<file path="src/cfg_pin_pkg.sv">
// shared constants and types for the configuration pin handshake block
`default_nettype none
package cfg_pin_pkg;

    // ****************************************
    // register offsets
    // ****************************************
    localparam logic [7:0]  CTRL_OFFSET        = 8'h00;
    localparam logic [7:0]  FRAME_OFFSET       = 8'h04;
    localparam logic [7:0]  STATUS_OFFSET      = 8'h08;
    localparam logic [7:0]  RX_WORD_OFFSET     = 8'h0C;
    localparam logic [7:0]  TX_WORD_OFFSET     = 8'h10;

    // ****************************************
    // field positions
    // ****************************************
    localparam int          CTRL_MODE_LSB      = 0;
    localparam int          CTRL_WAIT_DONE_BIT = 2;
    localparam int          CTRL_ERROR_BIT     = 3;
    localparam int          CTRL_USER_PIN_BIT  = 4;
    localparam int          CTRL_USER_OE_BIT   = 5;
    localparam int          CTRL_RESTART_BIT   = 6;
    localparam int          FRAME_WORDS_LSB    = 0;
    localparam int          FRAME_COUNT_LSB    = 16;
    localparam int          STATUS_OVERRUN_BIT = 4;
    localparam int          WORD_W             = 32;

    // ****************************************
    // reset values
    // ****************************************
    localparam logic [15:0] FRAME_WORDS_RESET  = 16'h0004;
    localparam logic [15:0] FRAME_COUNT_RESET  = 16'h0002;

    // ****************************************
    // timing
    // ****************************************
    localparam int          CLK_PERIOD_NS      = 100;
    localparam int          POWER_SETTLE_NS    = 3200;
    localparam int          MEM_CLEAR_NS       = 6400;
    localparam logic [15:0] POWER_SETTLE_CYCLES =
        16'((POWER_SETTLE_NS + CLK_PERIOD_NS - 1) / CLK_PERIOD_NS);
    localparam logic [15:0] MEM_CLEAR_CYCLES   =
        16'((MEM_CLEAR_NS + CLK_PERIOD_NS - 1) / CLK_PERIOD_NS);

    // ****************************************
    // bus answers and enumerations
    // ****************************************
    localparam logic [1:0]  AXI_OKAY           = 2'b00;
    localparam logic [1:0]  AXI_SLVERR         = 2'b10;

    typedef enum logic [1:0] {
        MODE_CLOCKED_SERIAL = 2'b00,
        MODE_SLAVE_SERIAL   = 2'b01,
        MODE_BYTE_WIDE      = 2'b10,
        MODE_FAST_PARALLEL  = 2'b11
    } mode_e;

    typedef enum logic [2:0] {
        ST_POWER   = 3'b000,
        ST_CLEAR   = 3'b001,
        ST_WAIT    = 3'b010,
        ST_LOAD    = 3'b011,
        ST_STARTUP = 3'b100,
        ST_USER    = 3'b101,
        ST_ABORT   = 3'b110
    } state_e;

endpackage
`default_nettype wire

</file>
<file path="src/config_pin_handshake_logic.sv">
// configuration pin control, word assembly and register slave
// ****************************************
// Behaviour
// - serial mode samples data on rising clock
// - data pin is parallel bit zero
// - data pin released after configuration unless user_oe set
// - completion pin low until configuration done
// - external low completion delays user activation
// - shared output driven while loading except in fast parallel mode
// - forwarded bit changes falling edge, 1.5 periods
// - shared pin: forward serial, busy byte-wide
// - busy high: bus data ignored, host holds
// - high indicator driven until user I/O
// - low indicator driven until user I/O
// - init low during settle and clear
// - external init low holds wait state
// - init low reports data error
// - init released once user I/O active
// - frames padded to whole 32-bit words
// - pad word follows every frame
// - pad frame first readback, last write
// - select high ignores clock in byte-wide
// - direction low writes; mid-word change aborts
// ****************************************
`timescale 1ns/1ps
`default_nettype none
module config_pin_handshake_logic
(
    input  wire logic                      CLK_IN,
    input  wire logic                      RST_B_IN,
    input  wire logic [7:0]                AXI_AWADDR_IN,
    input  wire logic                      AXI_AWVALID_IN,
    output logic                           AXI_AWREADY_OUT,
    input  wire logic [31:0]               AXI_WDATA_IN,
    input  wire logic [3:0]                AXI_WSTRB_IN,
    input  wire logic                      AXI_WVALID_IN,
    output logic                           AXI_WREADY_OUT,
    output logic [1:0]                     AXI_BRESP_OUT,
    output logic                           AXI_BVALID_OUT,
    input  wire logic                      AXI_BREADY_IN,
    input  wire logic [7:0]                AXI_ARADDR_IN,
    input  wire logic                      AXI_ARVALID_IN,
    output logic                           AXI_ARREADY_OUT,
    output logic [31:0]                    AXI_RDATA_OUT,
    output logic [1:0]                     AXI_RRESP_OUT,
    output logic                           AXI_RVALID_OUT,
    input  wire logic                      AXI_RREADY_IN,
    input  wire logic                      CONFIG_CLOCK_IN,
    input  wire logic                      SELECT_B_IN,
    input  wire logic                      DIRECTION_IN,
    input  wire logic                      PARALLEL_BIT_ZERO_IN,
    output logic                           PARALLEL_BIT_ZERO_OUT,
    output logic                           PARALLEL_BIT_ZERO_OE_OUT,
    input  wire logic [7:1]                PAR_DATA_IN,
    output logic [7:1]                     PAR_DATA_OUT,
    output logic                           PAR_DATA_OE_OUT,
    output logic                           SHARED_OUT,
    output logic                           SHARED_OE_OUT,
    input  wire logic                      DONE_IN,
    output logic                           DONE_OUT,
    output logic                           DONE_OE_OUT,
    input  wire logic                      INIT_B_IN,
    output logic                           INIT_B_OUT,
    output logic                           INIT_B_OE_OUT,
    output logic                           HIGH_WHILE_CONFIGURING_OUT,
    output logic                           HIGH_WHILE_CONFIGURING_OE_OUT,
    output logic                           LOW_WHILE_CONFIGURING_OUT,
    output logic                           LOW_WHILE_CONFIGURING_OE_OUT,
    output logic                           USER_IO_ENABLE_OUT,
    output logic [cfg_pin_pkg::WORD_W-1:0] RX_WORD_OUT
);
    import cfg_pin_pkg::*;

    // ****************************************
    // state
    // ****************************************
    typedef struct packed {
        state_e      state;
        logic [15:0] cnt;
        logic        clk_s1, clk_s2, clk_prev;
        logic        din_s1, din_s2;
        logic [7:1]  dat_s1, dat_s2;
        logic        sel_s1, sel_s2, dir_s1, dir_s2;
        logic        init_s1, init_s2, done_s1, done_s2;
        logic        stage1, stage2, fwd, busy;
        logic [31:0] shift;
        logic [4:0]  bitcnt;
        logic [1:0]  bytecnt;
        logic [31:0] rx_word;
        logic        rx_valid, overrun, dir_prev, dir_seen;
        logic [15:0] word_cnt, frame_cnt;
        logic [31:0] tx_word;
        logic        tx_valid, rb_pad;
        logic [1:0]  rb_bytes;
        logic [15:0] rb_words;
        logic [7:0]  rb_data;
        logic        rb_oe;
        mode_e       mode;
        logic        wait_done, report_error, user_pin, user_oe;
        logic [15:0] frame_words, frame_total;
        logic        awready, wready, aw_got, w_got;
        logic [7:0]  aw_addr;
        logic [31:0] w_data;
        logic [3:0]  w_strb;
        logic        bvalid;
        logic [1:0]  bresp;
        logic        arready, rvalid;
        logic [1:0]  rresp;
        logic [31:0] rdata;
        logic        d0_out, d0_oe, shared_out, shared_oe, done_oe, init_oe, cfg_oe, user_en;
    } state_s;

    state_s r;
    state_s n;

    // ****************************************
    // helpers
    // ****************************************
    function automatic logic is_serial(input mode_e m);
        is_serial = (m == MODE_CLOCKED_SERIAL) || (m == MODE_SLAVE_SERIAL);
    endfunction

    function automatic logic [31:0] merge(input logic [31:0] old, input logic [31:0] d,
                                          input logic [3:0] s);
        merge = old;
        for (int i = 0; i < 4; i++)
        begin
            if (s[i])
            begin
                merge[i*8 +: 8] = d[i*8 +: 8];
            end
        end
    endfunction

    // ****************************************
    // next state
    // ****************************************
    always_comb
    begin
        logic        rise;
        logic        fall;
        logic        serial;
        logic        word_done;
        logic [31:0] wr_val;
        rise      = 1'b0;
        fall      = 1'b0;
        serial    = 1'b0;
        word_done = 1'b0;
        wr_val    = 32'h0000_0000;
        n         = r;

        // all pin inputs pass two flops before use
        n.clk_s1  = CONFIG_CLOCK_IN;
        n.clk_s2  = r.clk_s1;
        n.clk_prev = r.clk_s2;
        n.din_s1  = PARALLEL_BIT_ZERO_IN;
        n.din_s2  = r.din_s1;
        n.dat_s1  = PAR_DATA_IN;
        n.dat_s2  = r.dat_s1;
        n.sel_s1  = SELECT_B_IN;
        n.sel_s2  = r.sel_s1;
        n.dir_s1  = DIRECTION_IN;
        n.dir_s2  = r.dir_s1;
        n.init_s1 = INIT_B_IN;
        n.init_s2 = r.init_s1;
        n.done_s1 = DONE_IN;
        n.done_s2 = r.done_s1;
        rise      = r.clk_s2 & ~r.clk_prev;
        fall      = ~r.clk_s2 & r.clk_prev;
        serial    = is_serial(r.mode);

        // register write channel
        if (AXI_AWVALID_IN && r.awready)
        begin
            n.aw_got  = 1'b1;
            n.aw_addr = AXI_AWADDR_IN;
        end
        if (AXI_WVALID_IN && r.wready)
        begin
            n.w_got  = 1'b1;
            n.w_data = AXI_WDATA_IN;
            n.w_strb = AXI_WSTRB_IN;
        end
        if (r.bvalid && AXI_BREADY_IN)
        begin
            n.bvalid = 1'b0;
        end
        if (r.aw_got && r.w_got && !r.bvalid)
        begin
            n.aw_got = 1'b0;
            n.w_got  = 1'b0;
            n.bvalid = 1'b1;
            n.bresp  = AXI_OKAY;
            case (r.aw_addr)
                CTRL_OFFSET:
                begin
                    wr_val = merge({25'h0000000, 1'b0, r.user_oe, r.user_pin, r.report_error,
                                    r.wait_done, r.mode}, r.w_data, r.w_strb);
                    n.mode         = mode_e'(wr_val[CTRL_MODE_LSB +: 2]);
                    n.wait_done    = wr_val[CTRL_WAIT_DONE_BIT];
                    n.report_error = wr_val[CTRL_ERROR_BIT];
                    n.user_pin     = wr_val[CTRL_USER_PIN_BIT];
                    n.user_oe      = wr_val[CTRL_USER_OE_BIT];
                    if (wr_val[CTRL_RESTART_BIT])
                    begin
                        n.state = ST_CLEAR;
                        n.cnt   = 16'h0000;
                    end
                end
                FRAME_OFFSET:
                begin
                    wr_val = merge({r.frame_total, r.frame_words}, r.w_data, r.w_strb);
                    n.frame_words = wr_val[FRAME_WORDS_LSB +: 16];
                    n.frame_total = wr_val[FRAME_COUNT_LSB +: 16];
                end
                STATUS_OFFSET:
                begin
                    if (r.w_strb[0] && r.w_data[STATUS_OVERRUN_BIT])
                    begin
                        n.overrun = 1'b0;
                    end
                end
                TX_WORD_OFFSET:
                begin
                    n.tx_word  = merge(r.tx_word, r.w_data, r.w_strb);
                    n.tx_valid = 1'b1;
                end
                default:
                begin
                    n.bresp = AXI_SLVERR;
                end
            endcase
        end

        // register read channel
        if (r.rvalid && AXI_RREADY_IN)
        begin
            n.rvalid = 1'b0;
        end
        if (AXI_ARVALID_IN && r.arready)
        begin
            n.rvalid = 1'b1;
            n.rresp  = AXI_OKAY;
            case (AXI_ARADDR_IN)
                CTRL_OFFSET:    n.rdata = {25'h0000000, 1'b0, r.user_oe, r.user_pin,
                                           r.report_error, r.wait_done, r.mode};
                FRAME_OFFSET:   n.rdata = {r.frame_total, r.frame_words};
                STATUS_OFFSET:  n.rdata = {23'h000000, r.init_s2, r.done_s2, r.busy,
                                           r.tx_valid, r.overrun, r.rx_valid, r.state};
                RX_WORD_OFFSET:
                begin
                    n.rdata    = r.rx_word;
                    n.rx_valid = 1'b0;
                end
                default:
                begin
                    n.rdata = 32'h0000_0000;
                    n.rresp = AXI_SLVERR;
                end
            endcase
        end

        // sequence of the configuration flow
        case (r.state)
            ST_POWER:
            begin
                n.cnt = r.cnt + 16'h0001;
                if (r.cnt == POWER_SETTLE_CYCLES - 16'h0001)
                begin
                    n.state = ST_CLEAR;
                    n.cnt   = 16'h0000;
                end
            end
            ST_CLEAR:
            begin
                n.cnt = r.cnt + 16'h0001;
                if (r.cnt == MEM_CLEAR_CYCLES - 16'h0001)
                begin
                    n.state = ST_WAIT;
                end
            end
            ST_WAIT:
            begin
                if (r.init_s2)
                begin
                    n.state     = ST_LOAD;
                    n.bitcnt    = 5'h00;
                    n.bytecnt   = 2'h0;
                    n.word_cnt  = 16'h0000;
                    n.frame_cnt = 16'h0000;
                    n.rb_pad    = 1'b1;
                    n.rb_words  = 16'h0000;
                    n.rb_bytes  = 2'h0;
                    n.dir_seen  = 1'b0;
                end
            end
            ST_LOAD:
            begin
                if (rise && serial)
                begin
                    n.stage1 = r.din_s2;
                    n.stage2 = r.stage1;
                    n.shift  = {r.shift[30:0], r.din_s2};
                    n.bitcnt = r.bitcnt + 5'h01;
                    word_done = (r.bitcnt == 5'h1F);
                end
                else if (rise && !r.sel_s2)
                begin
                    if (r.dir_seen && (r.dir_s2 != r.dir_prev) &&
                        ((r.bytecnt != 2'h0) || (r.rb_bytes != 2'h0)))
                    begin
                        n.state = ST_ABORT;
                    end
                    else
                    begin
                        n.dir_prev = r.dir_s2;
                        n.dir_seen = 1'b1;
                        if (!r.dir_s2 && !r.busy)
                        begin
                            n.shift   = {r.shift[23:0], r.dat_s2, r.din_s2};
                            n.bytecnt = r.bytecnt + 2'h1;
                            word_done = (r.bytecnt == 2'h3);
                        end
                        else if (r.dir_s2 && !r.busy && (r.mode == MODE_BYTE_WIDE))
                        begin
                            n.rb_oe    = 1'b1;
                            n.rb_data  = r.rb_pad ? 8'h00 : r.tx_word[(3 - r.rb_bytes)*8 +: 8];
                            n.rb_bytes = r.rb_bytes + 2'h1;
                            if (r.rb_bytes == 2'h3)
                            begin
                                if (r.rb_pad)
                                begin
                                    n.rb_words = r.rb_words + 16'h0001;
                                    n.rb_pad   = (r.rb_words != r.frame_words);
                                end
                                else
                                begin
                                    n.tx_valid = 1'b0;
                                end
                            end
                        end
                    end
                end
                if (fall && serial)
                begin
                    n.fwd = r.stage2;
                end
                if (word_done)
                begin
                    n.rx_word  = n.shift;
                    n.overrun  = n.overrun | n.rx_valid;
                    n.rx_valid = 1'b1;
                    n.word_cnt = r.word_cnt + 16'h0001;
                    if (r.word_cnt == r.frame_words)
                    begin
                        n.word_cnt  = 16'h0000;
                        n.frame_cnt = r.frame_cnt + 16'h0001;
                        if (r.frame_cnt == r.frame_total)
                        begin
                            n.state = ST_STARTUP;
                        end
                    end
                end
            end
            ST_STARTUP:
            begin
                if (!r.wait_done || r.done_s2)
                begin
                    n.state = ST_USER;
                end
            end
            ST_USER:
            begin
                n.cnt = 16'h0000;
            end
            ST_ABORT:
            begin
                n.cnt = 16'h0000;
            end
            default:
            begin
                n.state = ST_POWER;
            end
        endcase

        // pin drive from the new state
        if (n.state != ST_LOAD || r.sel_s2 || !r.dir_s2)
        begin
            n.rb_oe = 1'b0;
        end
        n.busy = (r.mode == MODE_BYTE_WIDE) && (n.state == ST_LOAD) &&
                 (r.dir_s2 ? (!n.rb_pad && !n.tx_valid) : n.rx_valid);
        n.shared_oe  = ((n.state == ST_LOAD) || (n.state == ST_STARTUP)) &&
                       (r.mode != MODE_FAST_PARALLEL);
        n.shared_out = is_serial(r.mode) ? n.fwd : n.busy;
        n.user_en    = (n.state == ST_USER);
        n.cfg_oe     = (n.state != ST_USER);
        n.done_oe    = (n.state != ST_USER) && (n.state != ST_STARTUP);
        n.init_oe    = (n.state == ST_POWER) || (n.state == ST_CLEAR) ||
                       (n.state == ST_ABORT) ||
                       ((n.state == ST_LOAD) && r.report_error);
        n.d0_oe      = (n.state == ST_USER) ? r.user_oe : n.rb_oe;
        n.d0_out     = (n.state == ST_USER) ? r.user_pin : n.rb_data[0];
        n.awready    = !n.aw_got && !n.bvalid;
        n.wready     = !n.w_got && !n.bvalid;
        n.arready    = !n.rvalid;
    end

    // ****************************************
    // registers
    // ****************************************
    always_ff @(posedge CLK_IN or negedge RST_B_IN)
    begin
        if (!RST_B_IN)
        begin
            r             <= '0;
            r.state       <= ST_POWER;
            r.mode        <= MODE_CLOCKED_SERIAL;
            r.frame_words <= FRAME_WORDS_RESET;
            r.frame_total <= FRAME_COUNT_RESET;
            r.init_oe     <= 1'b1;
            r.done_oe     <= 1'b1;
            r.cfg_oe      <= 1'b1;
            r.clk_s1      <= 1'b1;
            r.clk_s2      <= 1'b1;
            r.clk_prev    <= 1'b1;
        end
        else
        begin
            r <= n;
        end
    end

    // ****************************************
    // outputs
    // ****************************************
    assign AXI_AWREADY_OUT               = r.awready;
    assign AXI_WREADY_OUT                = r.wready;
    assign AXI_BRESP_OUT                 = r.bresp;
    assign AXI_BVALID_OUT                = r.bvalid;
    assign AXI_ARREADY_OUT               = r.arready;
    assign AXI_RDATA_OUT                 = r.rdata;
    assign AXI_RRESP_OUT                 = r.rresp;
    assign AXI_RVALID_OUT                = r.rvalid;
    assign PARALLEL_BIT_ZERO_OUT         = r.d0_out;
    assign PARALLEL_BIT_ZERO_OE_OUT      = r.d0_oe;
    assign PAR_DATA_OUT                  = r.rb_data[7:1];
    assign PAR_DATA_OE_OUT               = r.rb_oe;
    assign SHARED_OUT                    = r.shared_out;
    assign SHARED_OE_OUT                 = r.shared_oe;
    assign DONE_OUT                      = 1'b0;
    assign DONE_OE_OUT                   = r.done_oe;
    assign INIT_B_OUT                    = 1'b0;
    assign INIT_B_OE_OUT                 = r.init_oe;
    assign HIGH_WHILE_CONFIGURING_OUT    = r.cfg_oe;
    assign HIGH_WHILE_CONFIGURING_OE_OUT = r.cfg_oe;
    assign LOW_WHILE_CONFIGURING_OUT     = 1'b0;
    assign LOW_WHILE_CONFIGURING_OE_OUT  = r.cfg_oe;
    assign USER_IO_ENABLE_OUT            = r.user_en;
    assign RX_WORD_OUT                   = r.rx_word;

endmodule
`default_nettype wire

</file>
<file path="config.mk">
export PLATFORM = sky130hd
export DESIGN_NAME = config_pin_handshake_logic
export DESIGN_NICKNAME = d
export VERILOG_FILES = /design/src/cfg_pin_pkg.sv /design/src/config_pin_handshake_logic.sv
export SDC_FILE = /design/constraint.sdc
export NUM_CORES = 1
export LEC_CHECK = 0
export ABC_AREA = 1
export BUFFER_PORTS_ARGS = -buffer_cell sky130_fd_sc_hd__buf_2
export CAP_MARGIN = 15
export CORE_UTILIZATION = 51
export CTS_BUF_LIST = sky130_fd_sc_hd__clkbuf_4 sky130_fd_sc_hd__clkbuf_8 sky130_fd_sc_hd__clkbuf_16
export CTS_CLUSTER_DIAMETER = 30
export DETAILED_ROUTE_END_ITERATION = 16
export MAX_ROUTING_LAYER = met4
export PLACE_DENSITY = 0.7
export REMOVE_ABC_BUFFERS = 1
export SLEW_MARGIN = 15
export SYNTH_ARGS = -nofsm -noshare
export SYNTH_HDL_FRONTEND = slang
export SYNTH_SLANG_ARGS = --single-unit
</file>
<file path="constraint.sdc">
create_clock -name CLK_IN -period 4.9 [get_ports CLK_IN]
set_clock_uncertainty 0.2 [all_clocks]
set_input_delay 1.225 -clock CLK_IN [delete_from_list [all_inputs] [get_ports CLK_IN]]
set_output_delay 1.225 -clock CLK_IN [all_outputs]
set_load 0.01 [all_outputs]
</file>
==> impl_metrics.toml <==
[yosys]
synthCells = 2018
yosysWarnings = 0
synth_cell_type_count = 54
syn_area_sq_um = 16700
post_synth.cell_area_avg_sq_um = 8.29
synth_edf_count = 0
synthFlopType = "dfrtp_1"
yosys_register_bits = 349
async_flop_share_pct = 100
seq_area_frac_synth_pct = 52.3

[setup_path]
crit_arrival_ns = 3.89
required_ns = 5.20
critPathTopFamily = "simple AND/OR/NAND/NOR gates"
end_kind = "register"
max_stage_delay_ns = 0.69
critPathSlowestCell = "nor2_2"
critPathLaunchType = "register"
r2r_setup_slack_ns = 1.32
rr_startpoint = "r[159]"
criticalPathCategory = "register to register"
worst-path-max-fanout = 25
crit_chain = "clkinv_1, ha_1, a21boi_0, nand2_2, nand3b_1, nand2_1, nand2_2, nand2_4, inv_2, nor2_2, nand2_1, a21oi_1, o21a_1"
reg2reg_depth = 13
crit_buf_inv = 2
r2r-end = "r[205]"

[routing]
drc = 0
via_per_inst = 5.32
drtIter0Drc = 1193
wl_per_cell_um = 16.8
vias = 14000
wl_mm = 44.1
firstDrtPassIters = 5
postRouteAntennaNets = 0

[final_layout]
drive_gt1_share_pct = 16.7
layout.cells.most_common_list = "nand2_1, dfrtp_1, o21ai_0, inv_1, buf_2"
layout.nets = 2207
area_delta_synth_final_pct = 20.1
final_common_cell = "nand2_1"

[clock_network]
root_buffer = "clkbuf_16"
clkTransAtPathRegs_ns = 0.05
clk_path_buf_depth = 3
cts_buffers = 76
insertion_delay_ns = 0.57
htreeDepth = 3
cts_tree = "built"
post_cts_resized = 0
cts-hold-fix-buffers = 0
cts_setup_buffers = 0
cts_sinks = 349

[global_routing]
grt_pass1_wl_mm = 71.1
global_route.overflow_total = 0
grt_pass1_vias = 13400
grt_max_degree = 110
antenna_found_initial = 1
grt_usage_pct = 27.7

[placement]
hpwl_mm = 30.2
portBuffers = 160
preCtsSetupSlack_ns = 1.10
gp_congestion = 0.909

[die]
row_count = 65
dieArea_sq_um = 33500
ios = 166
core_sq_um = 31900
initial_core_util_pct = 52.5
fp.dieW_um = 183
die_h_um = 183

[hold_path]
hold_class = "register to register"
min_from = "n[315]"
holdPathStages = 0
hold_end = "r[315]"

[sta]
drv_slew = 0
hold_slack_ns = 0.147
tightest_slew_ns = 1.07
layout_min_cycle_time_ns = 3.58
setup_violations = 0
fin_tns_setup_ns = 0
hold_violations = 0
finalCritPeriodShare_pct = 73.1
postLayoutSetupSlackWorst_ns = 1.32
fmax_mhz = 279
rsz0062_at_grt = "no"
slew_headroom_pct = 27.7

[power_and_ir_drop]
ir_worst_vdd_mv = 0.313
power_density_nw_per_um2 = 494
p_leak_nw = 9.79
p_total_mw = 9.91

[status]
status = "complete, no violations"

[flow_run]
drv_cap = 0
report_power, final:
group	leakage [nW]	internal (mW)	total (mW)	switching [mW]
Clock	1.33	3.71	5.35	1.64
Sequential	4.68	3.22	3.48	0.258
Combinational	3.78	0.321	1.09	0.764
Total	9.79	7.25	9.91	2.66
worst reg2reg max path, delay by kind of cell, from the launching register on:
kind                       cells  cell delay [ns]
and+or+nand+nor                7             1.90
AOI/OAI and AO/OA              3             0.42
buffers and inverters          2             0.31
adders and majority gates      1             0.20
DFF                            1             0.48
cell usage after synthesis, types with 6 or more instances:
master | instances | area (sq um)
a21oi_1 | 88 | 440
buf_2 | 9 | 45.0
buf_4 | 85 | 638
clkbuf_1 | 49 | 184
dfrtp_1 | 341 | 8530
dfstp_2 | 8 | 210
ha_1 | 10 | 125
inv_1 | 209 | 785
inv_2 | 10 | 37.5
nand2_1 | 533 | 2000
nand2_2 | 6 | 37.5
nand3_1 | 89 | 445
nand4_1 | 20 | 125
nor2_1 | 116 | 435
nor2_2 | 7 | 43.8
nor3_1 | 15 | 75.1
nor4_1 | 6 | 37.5
o2111ai_1 | 6 | 52.6
o211ai_1 | 7 | 52.6
o21a_1 | 8 | 60.1
o21ai_0 | 264 | 1320
o22ai_1 | 25 | 156
xnor2_1 | 25 | 219
xor2_1 | 17 | 149
registers in the layout, summed over array words and instances, names as in the netlist:
signal,flops
AXI_AWREADY_OUT,1
HIGH_WHILE_CONFIGURING_OE_OUT,1
n,14
SHARED_OE_OUT,1
PAR_DATA_OUT,7
INIT_B_OE_OUT,1
PARALLEL_BIT_ZERO_OUT,1
PARALLEL_BIT_ZERO_OE_OUT,1
USER_IO_ENABLE_OUT,1
AXI_BRESP_OUT,1
r,248
AXI_RRESP_OUT,1
AXI_WREADY_OUT,1
AXI_BVALID_OUT,1
PAR_DATA_OE_OUT,1
SHARED_OUT,1
AXI_RDATA_OUT,32
AXI_RVALID_OUT,1
AXI_ARREADY_OUT,1
DONE_OE_OUT,1
RX_WORD_OUT,32
worst max path at each step:
stage                                 from                 to  slack [ns]  cells after the start
after detailed placement  AXI_ARADDR_IN[1]   AXI_RDATA_OUT[3]        1.10                      9
after global routing                r[159]             r[205]        0.95                     13
final                               r[159]             r[205]        1.32                     13
after global placement    AXI_ARADDR_IN[1]   AXI_RDATA_OUT[7]        1.16                      7
after floorplan             AXI_ARVALID_IN  AXI_RDATA_OUT[23]        0.77                      4
after CTS                           r[159]             r[205]        1.40                     13
stage by stage:
step | cell area, sq um | utilization (%) | instances
after global routing | 20100 | 63.0 | 2623
after floorplan | 15800 | - | 1872
final | 20100 | 63.0 | 2623
after CTS | 20100 | 63.0 | 2622
after global placement | 17300 | 54.4 | 2482
after detailed placement | 17300 | 54.4 | 2482
cell type report:
class | instances | area [sq um]
clock buffers | 101 | 2220
fillers | 2718 | 11800
repair buffers | 175 | 961
multi-input cells | 1299 | 6250
well taps | 435 | 544
diodes | 1 | 2.50
flip-flops and latches | 349 | 8740
inverters | 224 | 841
clock inverters | 39 | 526
metal layers:
layer / track usage (%) / vias up / part of all wire [%]
met2: 41.5 / 472 / 46
met3: 4.77 / 106 / 6.5
met4: 11.3 / 0 / 3.3
met5: - / - / 0
li1: - / 6706 / -
met1: 37.6 / 6677 / 44
logic make-up (layout without fill, tap and decap cells):
| group | Yosys count | in the layout | synth area share, % |
|---|---|---|---|
| other | 1 | 6 | 0.0224 |
| DFF | 349 | 349 | 52.3 |
| adders and majority gates | 10 | 10 | 0.748 |
| AOI/OAI and AO/OA | 426 | 426 | 13.8 |
| muxes | 2 | 2 | 0.127 |
| and+or+nand+nor | 814 | 814 | 20.4 |
| xor gates and xnor gates | 42 | 42 | 2.20 |
| buffers and inverters | 374 | 539 | 10.5 |
Power figures use the tool's default switching activity.
